`src/socket_window_consts.svh`:
```
`ifndef SOCKET_WINDOW_CONSTS_SVH
`define SOCKET_WINDOW_CONSTS_SVH
// ----------------------------------------
// Register indexes (byte address = 4 * index)
// ----------------------------------------
`define IDX_STATUS 6'h04
`define IDX_INT_CFG 6'h05
`define IDX_WIN_EN 6'h06
`define IDX_IO_CTL 6'h07
`define IDX_IO0_START_LO 6'h08
`define IDX_IO0_START_HI 6'h09
`define IDX_IO0_END_LO 6'h0a
`define IDX_IO0_END_HI 6'h0b
`define IDX_IO1_START_LO 6'h0c
`define IDX_IO1_START_HI 6'h0d
`define IDX_IO1_END_LO 6'h0e
`define IDX_IO1_END_HI 6'h0f
// ----------------------------------------
// Field positions
// ----------------------------------------
`define WEN_COMPAT 5
`define WEN_IO_LSB 6
`define CTL_SIZE_LSB 0
`define CTL_AUTO_LSB 1
`define CTL_TSEL_LSB 3
`define CTL_WIN_STRIDE 4
`define MEM_WINDOWS 5
// ----------------------------------------
// Reset values and codes
// ----------------------------------------
`define REG_RESET 8'h00
`define ROUTE_OFF 4'h0
`define RESERVED_LINES 16'h2147
`endif

```
`src/socket_window_pkg.sv`:
```
package socket_window_pkg;
  // ----------------------------------------
  // Per-socket register image
  // ----------------------------------------
  typedef struct packed {
    logic [3:0] route;
    logic [3:0] ev_en;
    logic [7:0] win_en;
    logic [7:0] io_ctl;
    logic [15:0] io1_end;
    logic [15:0] io1_start;
    logic [15:0] io0_end;
    logic [15:0] io0_start;
  } socket_regs_t;

  typedef struct packed {
    logic valid;
    logic [15:0] addr;
  } io_req_t;

  typedef struct packed {
    logic hit;
    logic [3:0] socket;
    logic window;
    logic wide;
    logic timing_set;
  } io_claim_t;

  // Valid routing codes name their own line number; reserved give none
  function automatic logic [15:0] route_line(input logic [3:0] code);
    logic [15:0] line;
    line = 16'h0000;
    case (code)
      4'h3, 4'h4, 4'h5, 4'h7, 4'h9, 4'ha, 4'hb, 4'hc, 4'he, 4'hf: line[code] = 1'b1;
      default: line = 16'h0000;
    endcase
    return line;
  endfunction : route_line
endpackage : socket_window_pkg

```
`src/socket_window_map_control.sv`:
```
// Summary of operation
// - Routing field picks status-change interrupt line
// - Codes 1110 and 1111 select lines 14, 15
// - Memory window enable bits drive mem_window_en_out
// - I/O window enable bits claim I/O ranges
// - Window 0 size bit unless auto-size set
// - Auto-size uses card wide I/O indicator
// - Window 1 size bit 4, auto-size bit 5
// - Timing select bits choose timing set
// - Start low bytes at index 08h and 0Ch
// - Inclusive start-to-end I/O decode
// - Start high and end bytes at 09h-0Bh and 0Dh-0Fh
// - Enabled set status flag raises interrupt
//
`timescale 1ns/1ps
`include "socket_window_consts.svh"
module socket_window_map_control #(
  parameter int NUM_SOCKETS = 2
) (
  input wire logic mclk_in,
  input wire logic nrst_in,
  input wire logic [7+$clog2(NUM_SOCKETS):0] avs_address_in,
  input wire logic avs_read_in,
  input wire logic avs_write_in,
  input wire logic [31:0] avs_writedata_in,
  input wire logic [3:0] avs_byteenable_in,
  output logic [31:0] avs_readdata_out,
  output logic avs_waitrequest_out,
  input wire socket_window_pkg::io_req_t io_req_in,
  input wire logic [4*NUM_SOCKETS-1:0] status_event_in,
  input wire logic [NUM_SOCKETS-1:0] card_wide_io_indicator_n_in,
  output socket_window_pkg::io_claim_t io_claim_out,
  output logic [`MEM_WINDOWS*NUM_SOCKETS-1:0] mem_window_en_out,
  output logic [15:0] irq_line_out,
  output logic irq_out
);
  import socket_window_pkg::*;

  localparam int SOCK_W = $clog2(NUM_SOCKETS);
  localparam int NWIN = 2 * NUM_SOCKETS;

  if (NUM_SOCKETS < 2 || NUM_SOCKETS > 16) begin : g_bad_sockets
    $error("NUM_SOCKETS must lie between 2 and 16");
  end

  // ----------------------------------------
  // Register access helpers
  // ----------------------------------------
  function automatic logic [7:0] read_reg(input socket_regs_t r, input logic [3:0] st,
                                          input logic [5:0] idx);
    logic [7:0] v;
    v = 8'h00;
    case (idx)
      `IDX_STATUS: v = {4'h0, st};
      `IDX_INT_CFG: v = {r.route, r.ev_en};
      `IDX_WIN_EN: v = r.win_en;
      `IDX_IO_CTL: v = r.io_ctl;
      `IDX_IO0_START_LO: v = r.io0_start[7:0];
      `IDX_IO0_START_HI: v = r.io0_start[15:8];
      `IDX_IO0_END_LO: v = r.io0_end[7:0];
      `IDX_IO0_END_HI: v = r.io0_end[15:8];
      `IDX_IO1_START_LO: v = r.io1_start[7:0];
      `IDX_IO1_START_HI: v = r.io1_start[15:8];
      `IDX_IO1_END_LO: v = r.io1_end[7:0];
      `IDX_IO1_END_HI: v = r.io1_end[15:8];
      default: v = 8'h00;
    endcase
    return v;
  endfunction : read_reg

  function automatic socket_regs_t write_reg(input socket_regs_t r, input logic [5:0] idx,
                                             input logic [7:0] wd);
    socket_regs_t n;
    n = r;
    case (idx)
      `IDX_INT_CFG: {n.route, n.ev_en} = wd;
      `IDX_WIN_EN: begin
        n.win_en = wd;
        n.win_en[`WEN_COMPAT] = 1'b0;
      end
      `IDX_IO_CTL: n.io_ctl = wd;
      `IDX_IO0_START_LO: n.io0_start[7:0] = wd;
      `IDX_IO0_START_HI: n.io0_start[15:8] = wd;
      `IDX_IO0_END_LO: n.io0_end[7:0] = wd;
      `IDX_IO0_END_HI: n.io0_end[15:8] = wd;
      `IDX_IO1_START_LO: n.io1_start[7:0] = wd;
      `IDX_IO1_START_HI: n.io1_start[15:8] = wd;
      `IDX_IO1_END_LO: n.io1_end[7:0] = wd;
      `IDX_IO1_END_HI: n.io1_end[15:8] = wd;
      default: n = r;
    endcase
    return n;
  endfunction : write_reg

  // ----------------------------------------
  // Bus slave: one wait cycle per access
  // ----------------------------------------
  logic wait_q;
  logic [31:0] rdata_q;
  socket_regs_t regs_q [NUM_SOCKETS];
  logic [3:0] status_q [NUM_SOCKETS];

  wire req = avs_read_in || avs_write_in;
  wire accept = req && wait_q;
  wire wr_fire = avs_write_in && !wait_q && avs_byteenable_in[0];
  wire [5:0] idx = avs_address_in[7:2];
  wire [SOCK_W-1:0] sock = avs_address_in[7+SOCK_W:8];
  wire sock_ok = 32'(sock) < NUM_SOCKETS;
  wire [7:0] rd_byte = sock_ok ? read_reg(regs_q[sock], status_q[sock], idx) : 8'h00;

  always_ff @(posedge mclk_in or negedge nrst_in) begin
    if (!nrst_in) begin
      wait_q <= 1'b1;
      rdata_q <= 32'h0000_0000;
    end else begin
      wait_q <= !accept;
      if (accept && avs_read_in) begin
        rdata_q <= {24'h00_0000, rd_byte};
      end
    end
  end

  assign avs_waitrequest_out = wait_q;
  assign avs_readdata_out = rdata_q;

  // ----------------------------------------
  // Per-socket registers and status flags
  // ----------------------------------------
  logic [NUM_SOCKETS-1:0] pend;
  logic [NUM_SOCKETS-1:0] wsync1_q;
  logic [NUM_SOCKETS-1:0] wsync2_q;

  for (genvar s = 0; s < NUM_SOCKETS; s++) begin : g_sock
    wire sel = wr_fire && sock_ok && (32'(sock) == s);
    wire [3:0] clr = (sel && idx == `IDX_STATUS) ? avs_writedata_in[3:0] : 4'h0;
    // Set wins over a clear in the same cycle
    wire [3:0] status_d = (status_q[s] & ~clr) | status_event_in[4*s +: 4];
    assign pend[s] = |(status_q[s] & regs_q[s].ev_en);

    always_ff @(posedge mclk_in or negedge nrst_in) begin
      if (!nrst_in) begin
        regs_q[s] <= '0;
        status_q[s] <= 4'h0;
      end else begin
        status_q[s] <= status_d;
        if (sel) begin
          regs_q[s] <= write_reg(regs_q[s], idx, avs_writedata_in[7:0]);
        end
      end
    end
  end

  // ----------------------------------------
  // Interrupt routing and window enables
  // ----------------------------------------
  logic [15:0] line_d;
  logic irq_q;
  logic [15:0] irq_line_q;
  logic [`MEM_WINDOWS*NUM_SOCKETS-1:0] mem_en_q;

  always_comb begin
    line_d = 16'h0000;
    for (int s = 0; s < NUM_SOCKETS; s++) begin
      if (pend[s]) begin
        line_d = line_d | route_line(regs_q[s].route);
      end
    end
  end

  always_ff @(posedge mclk_in or negedge nrst_in) begin
    if (!nrst_in) begin
      irq_q <= 1'b0;
      irq_line_q <= 16'h0000;
      mem_en_q <= '0;
      wsync1_q <= '1;
      wsync2_q <= '1;
    end else begin
      irq_q <= |pend;
      irq_line_q <= line_d;
      for (int s = 0; s < NUM_SOCKETS; s++) begin
        mem_en_q[`MEM_WINDOWS*s +: `MEM_WINDOWS] <= regs_q[s].win_en[`MEM_WINDOWS-1:0];
      end
      wsync1_q <= card_wide_io_indicator_n_in;
      wsync2_q <= wsync1_q;
    end
  end

  assign irq_out = irq_q;
  assign irq_line_out = irq_line_q;
  assign mem_window_en_out = mem_en_q;

  // ----------------------------------------
  // I/O window decode, lowest socket and window first
  // ----------------------------------------
  logic [NWIN-1:0] hit_w;
  logic [NWIN-1:0] wide_w;
  logic [NWIN-1:0] tsel_w;

  for (genvar w = 0; w < NWIN; w++) begin : g_win
    localparam int S = w / 2;
    localparam int K = w % 2;
    wire [7:0] ctl = regs_q[S].io_ctl;
    assign tsel_w[w] = ctl[`CTL_TSEL_LSB + `CTL_WIN_STRIDE*K];
    io_window_decode u_dec (
      .enable_in(regs_q[S].win_en[`WEN_IO_LSB + K]),
      .start_in(K == 0 ? regs_q[S].io0_start : regs_q[S].io1_start),
      .end_in(K == 0 ? regs_q[S].io0_end : regs_q[S].io1_end),
      .addr_in(io_req_in.addr),
      .fixed_wide_in(ctl[`CTL_SIZE_LSB + `CTL_WIN_STRIDE*K]),
      .auto_size_in(ctl[`CTL_AUTO_LSB + `CTL_WIN_STRIDE*K]),
      .card_wide_in(~wsync2_q[S]),
      .hit_out(hit_w[w]),
      .wide_out(wide_w[w])
    );
  end

  io_claim_t claim_d;
  io_claim_t claim_q;

  always_comb begin
    claim_d = '0;
    for (int w = NWIN - 1; w >= 0; w--) begin
      if (io_req_in.valid && hit_w[w]) begin
        claim_d.hit = 1'b1;
        claim_d.socket = 4'(w / 2);
        claim_d.window = 1'(w % 2);
        claim_d.wide = wide_w[w];
        claim_d.timing_set = tsel_w[w];
      end
    end
  end

  always_ff @(posedge mclk_in or negedge nrst_in) begin
    if (!nrst_in) begin
      claim_q <= '0;
    end else begin
      claim_q <= claim_d;
    end
  end

  assign io_claim_out = claim_q;

  logic hi_route_any;
  logic io_en_any;
  always_comb begin
    hi_route_any = 1'b0;
    io_en_any = 1'b0;
    for (int s = 0; s < NUM_SOCKETS; s++) begin
      hi_route_any = hi_route_any | (regs_q[s].route[3:1] == 3'b111);
      io_en_any = io_en_any | (|regs_q[s].win_en[7:6]);
    end
  end
endmodule : socket_window_map_control

```
`src/io_window_decode.sv`:
```
`timescale 1ns/1ps
module io_window_decode (
  input wire logic enable_in,
  input wire logic [15:0] start_in,
  input wire logic [15:0] end_in,
  input wire logic [15:0] addr_in,
  input wire logic fixed_wide_in,
  input wire logic auto_size_in,
  input wire logic card_wide_in,
  output logic hit_out,
  output logic wide_out
);
  wire in_range = (addr_in >= start_in) && (addr_in <= end_in);
  assign hit_out = enable_in && in_range;
  // Card sense overrides the fixed size bit when auto-size is set
  assign wide_out = auto_size_in ? card_wide_in : fixed_wide_in;
endmodule : io_window_decode

```
`config.mk`:
```
export PLATFORM = sky130hd
export DESIGN_NAME = socket_window_map_control
export DESIGN_NICKNAME = d
export VERILOG_FILES = /design/src/socket_window_pkg.sv /design/src/socket_window_map_control.sv /design/src/io_window_decode.sv
export VERILOG_INCLUDE_DIRS = /design/src
export SDC_FILE = /design/constraint.sdc
export NUM_CORES = 1
export LEC_CHECK = 0
export ABC_AREA = 1
export BUFFER_PORTS_ARGS = -buffer_cell sky130_fd_sc_hd__buf_4
export CAP_MARGIN = 20
export CORE_ASPECT_RATIO = 1.4
export CORE_MARGIN = 2
export CORE_UTILIZATION = 40
export DETAILED_ROUTE_END_ITERATION = 8
export HOLD_SLACK_MARGIN = 0.05
export PLACE_DENSITY = 0.62
export SETUP_SLACK_MARGIN = 0.02
export SKIP_CTS_REPAIR_TIMING = 1
export SLEW_MARGIN = 20
export SYNTH_ARGS = -nofsm -noshare
export SYNTH_HDL_FRONTEND = slang
export SYNTH_SLANG_ARGS = --single-unit
```
`constraint.sdc`:
```
create_clock -name mclk_in -period 4.1 [get_ports mclk_in]
set_input_delay 0.41 -clock mclk_in [delete_from_list [all_inputs] [get_ports mclk_in]]
set_output_delay 0.41 -clock mclk_in [all_outputs]
set_load 0.005 [all_outputs]
```
; Word-level counts from Yosys, hierarchy flattened
; Index checks and enable logic that the tools add are counted.
[totals]
reg_bits = 230
latchBits = 0
ram_bits = 0
rom_bits = 0
input_bits = 76
n_memories = 0
[classes]
n_addsub = 0
multipliers = 0
n_div = 0
magnitude_cmp = 13
eq_ne = 32
shifts = 0
mux = 26
n_bitwise = 13
n_reduce_logical = 52
[ops]
columns = op, count
row1 = $mux W88, 3
row2 = $pmux W8 S12, 1
row3 = $mux W16, 5
row4 = $ge A16 B16 Y1, 4
row5 = $le A16 B16 Y1, 4
row6 = $eq A4 B4 Y1 const B, 12
row7 = $eq A6 B4 Y1 const B, 8
row8 = $reduce_and A2 Y1, 22
row9 = $mux W8, 4
row10 = $eq A4 B3 Y1 const B, 6
row11 = $eq A6 B3 Y1 const B, 4
row12 = $logic_and A1 B1 Y1, 22
row13 = $mux W4, 5
row14 = $reduce_or A10 Y1, 2
row15 = $and A4 B4 Y4, 4
row16 = $or A16 B16 Y16, 1
row17 = $lt A4 B5 Y1 const B, 2
row18 = $demux W1 S4, 2
row19 = $eq A4 B2 Y1 const B, 2
row20 = $ge A4 B1 Y1 const B, 2
row21 = $not A4 Y4, 2
row22 = $or A4 B4 Y4, 2
row23 = $reduce_or A4 Y1, 2
row24 = $reduce_or A8 Y1, 1
row25 = 6 further kinds, 14

; Longest topological paths before layout
; Gate-level depths: netlist of the first run.
[logic_depth]
ltp_word = 9
mapped_depth = 17

; Modules after synthesis
; A second synthesis of the first run with hierarchy kept.
[hier_totals]
hier_cells = 1902
hier_area_um2 = 13929.6
[modules_own_cells]
columns = mod, n_inst, cells_each, area_each_um2, seq_area_each_um2
row1 = socket_window_map_control, 1, 1330, 10415.0, 5686.7
row2 = io_window_decode (g_win[0].u_dec ...), 3, 143, 882.1, 0.0
row3 = io_window_decode (g_win[2].u_dec), 1, 143, 868.3, 0.0

; Least setup slack after synthesis of the first run
; No wires, ideal clock.
[synth_timing]
path_type = input port to flip-flop
from = in io_req_in[0] (netlist name)
to = reg claim_q, in the netlist io_claim_out[0]
setup_ps = 77
arrival_time_ps = 1684
required_ps = 4023
slack_ps = 2339
path_stages = 15
n_path_buf = 0
path_cell_list = inv_1 -> ha_1 -> nand2_1 -> nor2_1 -> and2_1 -> nor2_1 -> nand2_1 -> nand2_1 -> nand2_1 -> nand2_1 -> nor2_1 -> nand3_1 -> nand2_1 -> nand2_1 -> a21oi_1
[synth_lines]
columns = element, line_no
row1 = from (decl), socket_window_map_control.sv:29  ; input wire socket_window_pkg::io_req_t io_req_in,
row2 = to (signal assigned), socket_window_map_control.sv:237  ; claim_q <= claim_d;
row3 = to (decl), socket_window_map_control.sv:218  ; io_claim_t claim_q;

; Worst setup path in the final report of the first run
[layout_timing]
from = in avs_address_in[8]
to = reg rdata_q[3], in the netlist avs_readdata_out[3]
[layout_between]
elab_chain_len = 5
[layout_rtl]
columns = element, line_no
row1 = from (decl), socket_window_map_control.sv:22  ; input wire logic [7+$clog2(NUM_SOCKETS):0] avs_address_in,
row2 = $not A1 Y2 (not written as such) *, socket_window_map_control.sv:109  ; wire [7:0] rd_byte = sock_ok ? read_reg(regs_q[sock], status_q[sock], idx) : 8'h00;
row3 = $mux W88 (not written as such) or $mux W4 (tied branches) (3 in a row), socket_window_map_control.sv:109
row4 = $pmux W8 S12 *, socket_window_map_control.sv:53  ; case (idx)
row5 = to (signal assigned), socket_window_map_control.sv:118  ; rdata_q <= {24'h00_0000, rd_byte};
row6 = to (decl), socket_window_map_control.sv:99  ; logic [31:0] rdata_q;
; Every way passes the cells marked *; elsewhere a longest branch is shown, timed or not. The select of a mux whose other input is x is not followed.
; A chain may end at the register's enable or synchronous reset.

==> results.sh, run 1 <==
export IMPL_ant_nets=0
export IMPL_crit_family="simple AND/OR/NAND/NOR gates"
export IMPL_crit_slowest_cell="nor4_1"
export IMPL_vias_per_cell=5.23
export IMPL_tritoncts="built"
export IMPL_async_flop_share_pct=100
export IMPL_synth_area_leaders="dfrtp_1, nand2_1, ha_1"
export IMPL_crit_buf_inv=3
export IMPL_cap_violations=0
export IMPL_maxSlewHeadroom_pct=35.0
export IMPL_run_status="complete, no violations"
export IMPL_die_w_um=159
export IMPL_cp_arrival_ns=2.68
export IMPL_grt_use_total_pct=24.6
export IMPL_hpwl_um=31200
export IMPL_worst_ep_required_time_ns=4.52
export IMPL_io_pins=144
export IMPL_wl_per_cell_um=19.1
export IMPL_htree_levels=1
export IMPL_dp_cells=2203
export IMPL_drt_iter0_drc=943
export IMPL_yosysTopAreaCell="dfrtp_1"
export IMPL_critPathMaxStageDelay_ns=0.63
export IMPL_hp_class="primary input to register"
export IMPL_worst_slew_pin_slew_ns=0.975
export IMPL_final_cell_mix="nand2_1, o21ai_0, inv_1, dfrtp_1, ha_1"
export IMPL_whs_endpoint="status_q[7]"
export IMPL_grt_first_pass_wirelength_um=66600
export IMPL_layout_min_cycle_time_ns=2.25
export IMPL_reg2reg_to="io_claim_out[0]"
export IMPL_clock_latency_ns=0.54
export IMPL_drcViolationCount=0
export IMPL_synth_cell_area_mm2=0.0135
export IMPL_gp_congestion=0.932
export IMPL_ys_flop_type="dfrtp_1"
export IMPL_root_buffer="clkbuf_16"
export IMPL_hold_viol_final=0
export IMPL_reg2reg_depth=15
export IMPL_ys_ff_latch=227
export IMPL_vias=11800
export IMPL_p_per_area_mw_per_mm2=346
export IMPL_cpMostUsedCell="nand2_1"
export IMPL_clockBufferDepth=3
export IMPL_synth_top_cell_area_share_pct=41.1
export IMPL_finalSetupTns_ns=0
export IMPL_worstHoldPathCells=2
export IMPL_min_from="status_event_in[3]"
export IMPL_synth_edf_count=0
export IMPL_syn_area_per_cell_um2=7.88
export IMPL_start_util_pct=40.6
export IMPL_yosys_warnings=0
export IMPL_synth_cell_types=44
export IMPL_power_mw=5.29
export IMPL_coreArea_mm2=0.0333
export IMPL_n_antenna_cell=0
export IMPL_layout_cells_non_filler=2250
export IMPL_rows=79
export IMPL_fmax_mhz=444
export IMPL_yosysSeqAreaShare_pct=42.1
export IMPL_cp_max_fo=50
export IMPL_cts_clk_slew_worst_paths_ns=0.06
export IMPL_worst_ir_drop_vdd_v=0.000313
export IMPL_nNetsFinal=1991
export IMPL_routed_wl_um=43000
export IMPL_critPathLaunchType="primary input"
export IMPL_dr_pass1_iters=5
export IMPL_grt_pass1_vias=11200
export IMPL_clock_sinks=227
export IMPL_dieArea_mm2=0.0353
export IMPL_worstSetupPathType="primary input to register"
export IMPL_synthCells=1714
export IMPL_min_period_over_period_pct=55.0
export IMPL_reg2reg_slack_ns=1.91
export IMPL_setup_violations_final=0
export IMPL_cts_made_buffers=24
export IMPL_final_layout_size_suffix_gt1_share_pct=9.03
export IMPL_rsz0062_at_grt="no"
export IMPL_skew_ns=0.0121
export IMPL_p_leak_nw=7.63
export IMPL_r2r_start="regs_q[7]"
export IMPL_maxSlewViolCount=0
export IMPL_worstPathCellList="buf_4 > inv_2 > buf_4 > nand2_1 > a21oi_1 > nor4_1 > nand4_1 > nand2_1 > nand2_1"
export IMPL_syn_to_final_growth_pct=13.3
export IMPL_port_buffer_count=87
export IMPL_final_common_cell="nand2_1"
export IMPL_worstSetupEndpointType="register"
export IMPL_grt_start_max_net_pins=119
export IMPL_dieHeight_um=221
export IMPL_grt_antenna_before_repair=1
export IMPL_gr_total_overflow=0
how the worst max path moves through the flow:
stage                      startpoint                   to  cells past startpoint
floorplan                io_req_in[0]      io_claim_out[0]                     15
global placement    avs_address_in[8]            regs_q[0]                      6
detailed placement  avs_address_in[8]            regs_q[7]                      6
CTS                 avs_address_in[8]            regs_q[0]                      6
global route               regs_q[39]      io_claim_out[0]                     15
finish              avs_address_in[8]  avs_readdata_out[3]                      9
cell type report:
cell class	count	area, µm²
clock buffers	37	721
clock inverters	7	91.3
fillers	3307	18000
inverters	225	858
multi-input cells	1209	6610
flip-flops and latches	227	5690
well taps	445	557
repair buffers	100	778
per-layer routing:
layer / vias to the layer above / share of wire (%) / wire length (µm) / global-route usage [%]
met5: - / 0 / 0 / 0
met4: 0 / 5.1 / 2200 / 12.3
met3: 102 / 5.1 / 2190 / 2.29
met2: 385 / 49 / 21200 / 42.2
met1: 5597 / 41 / 17400 / 30.8
li1: 5674 / - / - / -
synthesized netlist by cell type (all sizes together) (2+ instances only):
cell,n
o21ai,239
a22o,14
buf,49
a32o,2
dfstp,5
o21a,2
inv,224
nor2,84
clkbuf,36
o21bai,8
nor3,19
a22oi,4
nand3,33
nand2,477
dfrtp,222
ha,128
nor4,6
a21oi,123
o22ai,5
o31ai,3
mux2,2
nand4,15
o211ai,3
a21o,3
state kept, by name, indices dropped and copies added, names as in the netlist:
signal,count
irq_out,1
status_q,8
regs_q,158
irq_line_out,16
avs_waitrequest_out,1
wsync2_q,2
mem_window_en_out,10
g_win.ctl,16
io_claim_out,5
avs_readdata_out,8
wsync1_q,2
stage by stage:
step                hold slack [ns]  cell area [µm²]  setup WS, ns  utilization, %
floorplan                     0.114            13600          2.34               -
global placement              0.346            14500          1.30            43.4
detailed placement            0.347            14500          1.31            43.4
CTS                         -0.0355            15300          1.88            45.9
global route                 0.0837            15300          1.66            45.9
finish                       0.0767            15300          1.85            45.9
logic make-up (layout without fill, tap and decap cells):
family | Yosys count | count (layout) | synth area share (%)
AND/OR/NAND/NOR | 636 | 636 | 19.8
AO/OA/AOI/OAI | 410 | 410 | 16.2
buffers and inverters | 310 | 369 | 9.85
flip-flops | 227 | 227 | 42.1
adder cells (fa/ha/maj) | 128 | 128 | 11.9
multiplexers | 2 | 2 | 0.167
other | 1 | 33 | 0.0278
power breakdown:
part	switching [mW]	leakage, nW	internal (mW)
combinational	0.430	4.46	0.214
sequential	0.0538	2.78	2.33
clock	0.933	0.397	1.34
(Power assumes the default switching activity.)
==> run 2, diff against run 1 <==
==> constraint.sdc (replaced) <==
create_clock -name mclk_in -period 2.1 [get_ports mclk_in]
set_input_delay 0.21 -clock mclk_in [delete_from_list [all_inputs] [get_ports mclk_in]]
set_output_delay 0.21 -clock mclk_in [all_outputs]
set_load 0.005 [all_outputs]
==> run 2 against run 1 <==
Hold slack worse by 0.027 ns. Die area unchanged. Non-clock buffer count up 84. Clock skew up 0.0025 ns. Largest cell class unchanged.
==> results.sh, run 2 (synthesized netlist as in run 1, its figures left out) <==
export IMPL_reg2reg_depth=12
export IMPL_final_layout_size_suffix_gt1_share_pct=14.1
export IMPL_grt_antenna_before_repair=0
export IMPL_worst_slew_pin_slew_ns=0.772
export IMPL_hp_class="primary input to register"
export IMPL_htree_levels=1
export IMPL_run_status="complete, no violations"
export IMPL_largest_reg_flops=158
export IMPL_n_antenna_cell=0
export IMPL_drcViolationCount=0
export IMPL_dr_pass1_iters=5
export IMPL_cts_clk_slew_worst_paths_ns=0.07
export IMPL_reg2reg_slack_ns=0.17
export IMPL_dpl_cell_area_mm2=0.0151
export IMPL_coreArea_mm2=0.0333
export IMPL_setup_slack_ns=0.168
export IMPL_grt_use_total_pct=25.7
export IMPL_maxSlewViolCount=0
export IMPL_syn_to_final_growth_pct=20.3
export IMPL_layout_min_cycle_time_ns=1.93
export IMPL_grtUsageMet3_pct=2.83
export IMPL_met2_usage_pct=43.8
export IMPL_worstSetupPathType="register to register"
export IMPL_ant_nets=0
export IMPL_worstHoldPathCells=3
export IMPL_maxSlewHeadroom_pct=48.5
export IMPL_setup_violations_final=0
export IMPL_hpwl_um=33400
export IMPL_grt_start_max_net_pins=71
export IMPL_clock_latency_ns=0.55
export IMPL_grt_first_pass_wirelength_um=69600
export IMPL_cp_max_fo=4
export IMPL_skew_ns=0.0146
export IMPL_rows=79
export IMPL_port_buffer_count=87
export IMPL_cap_violations=0
export IMPL_final_cell_mix="nand2_1, o21ai_0, dfrtp_1"
export IMPL_top_register="regs_q"
export IMPL_root_buffer="clkbuf_16"
export IMPL_p_per_area_mw_per_mm2=657
export IMPL_fmax_mhz=518
export IMPL_io_pins=144
export IMPL_clock_sinks=227
export IMPL_grt_pass1_vias=12000
export IMPL_final_common_cell="nand2_1"
export IMPL_fin_area_mm2=0.0163
export IMPL_cp_arrival_ns=2.40
export IMPL_wl_per_cell_um=19.5
export IMPL_place_ws_ns=-0.0385
export IMPL_min_from="avs_writedata_in[0]"
export IMPL_gr_total_overflow=0
export IMPL_worst_ir_drop_vdd_v=0.000489
export IMPL_min_period_over_period_pct=92.0
export IMPL_cts_made_buffers=24
export IMPL_gp_congestion=0.981
export IMPL_critPathLaunchType="register"
export IMPL_dieHeight_um=221
export IMPL_busiest_layer="met2"
export IMPL_start_util_pct=40.6
export IMPL_hold_viol_final=0
export IMPL_clockBufferDepth=3
export IMPL_tritoncts="built"
export IMPL_drt_iter0_drc=821
export IMPL_use_met1_pct=31.5
export IMPL_rsz0062_at_grt="no"
export IMPL_worstSetupEndpointType="register"
export IMPL_nNetsFinal=2075
export IMPL_vias=12300
export IMPL_dieArea_mm2=0.0353
export IMPL_routed_wl_um=45400
export IMPL_whs_endpoint="g_win[2].ctl[0]"
export IMPL_vias_per_cell=5.25
export IMPL_reg2reg_to="io_claim_out[0]"
export IMPL_die_w_um=159
export IMPL_worst_ep_required_time_ns=2.57
export IMPL_r2r_start="regs_q[53]"
export IMPL_p_leak_nw=8.10
-- run 2: cell count changes in the layout (fill, tap and decap cells not counted), sizes merged --
cell | previous run | this run
buf | 97 | 169
dlygate4sd3 | 3 | 15
bufinv | 3 | 4
clkinvlp | 1 | 2
clkbuf | 37 | 31
inv | 224 | 226
clkinv | 4 | 6
-- run 2: final cells by class --
| class | count | area (µm²) |
|---|---|---|
| clock buffer | 31 | 688 |
| clock inverter | 13 | 156 |
| fill | 3285 | 17100 |
| inverter | 225 | 858 |
| multi-input combinational | 1209 | 6760 |
| sequential | 227 | 5690 |
| tap | 445 | 557 |
| timing repair buffer | 184 | 1550 |
-- run 2: power breakdown --
group          internal (mW)  switching [mW]  leakage (nW)
Combinational          0.518           0.905          4.90
Clock                   2.70            1.91         0.415
Sequential              4.54           0.110          2.78
Total                   7.75            2.93          8.10
-- run 2: per-stage QoR --
stage / total power, mW / instances / hold WS (ns) / util [%] / TNS, ns
after floorplan: 5.40 / 1746 / -0.0856 / - / 0
after global placement: 6.05 / 2271 / 0.243 / 45.3 / -0.0171
after detailed placement: 6.09 / 2271 / 0.248 / 45.3 / -0.0904
after CTS: 10.7 / 2315 / -0.329 / 47.8 / -0.0620
after global routing: 11.1 / 2334 / 0.0575 / 48.8 / 0
final: 10.7 / 2334 / 0.0499 / 48.8 / 0
-- run 2: how the worst max path moves through the flow --
stage                      start                   to  slack [ns]
2_1_floorplan         regs_q[39]      io_claim_out[0]        0.41
3_3_place_gp   avs_address_in[8]  avs_readdata_out[3]       -0.02
3_5_place_dp        io_req_in[0]      io_claim_out[0]       -0.04
4_1_cts                regs_q[7]      io_claim_out[0]       -0.03
5_1_grt               regs_q[53]      io_claim_out[0]        0.02
6_report              regs_q[53]      io_claim_out[0]        0.17
-- run 2: layer usage --
metal / up-vias / share of wire (%) / routed length [µm]
met3: 127 / 6.4 / 2890
met4: 0 / 6.5 / 2940
met2: 465 / 48 / 21800
met5: - / 0 / 0
li1: 5849 / - / -
met1: 5814 / 39 / 17800
-- run 2: critical path: stages (launching register included) --
cell	delay [ns]
dfrtp_1	0.39
inv_2	0.07
ha_4	0.27
nand2_1	0.06
nor2_2	0.13
nand4_1	0.20
nor2_2	0.21
a21oi_4	0.06
nor2_4	0.15
nand3_1	0.08
nand2_1	0.06
nand2_1	0.06
a21oi_2	0.13
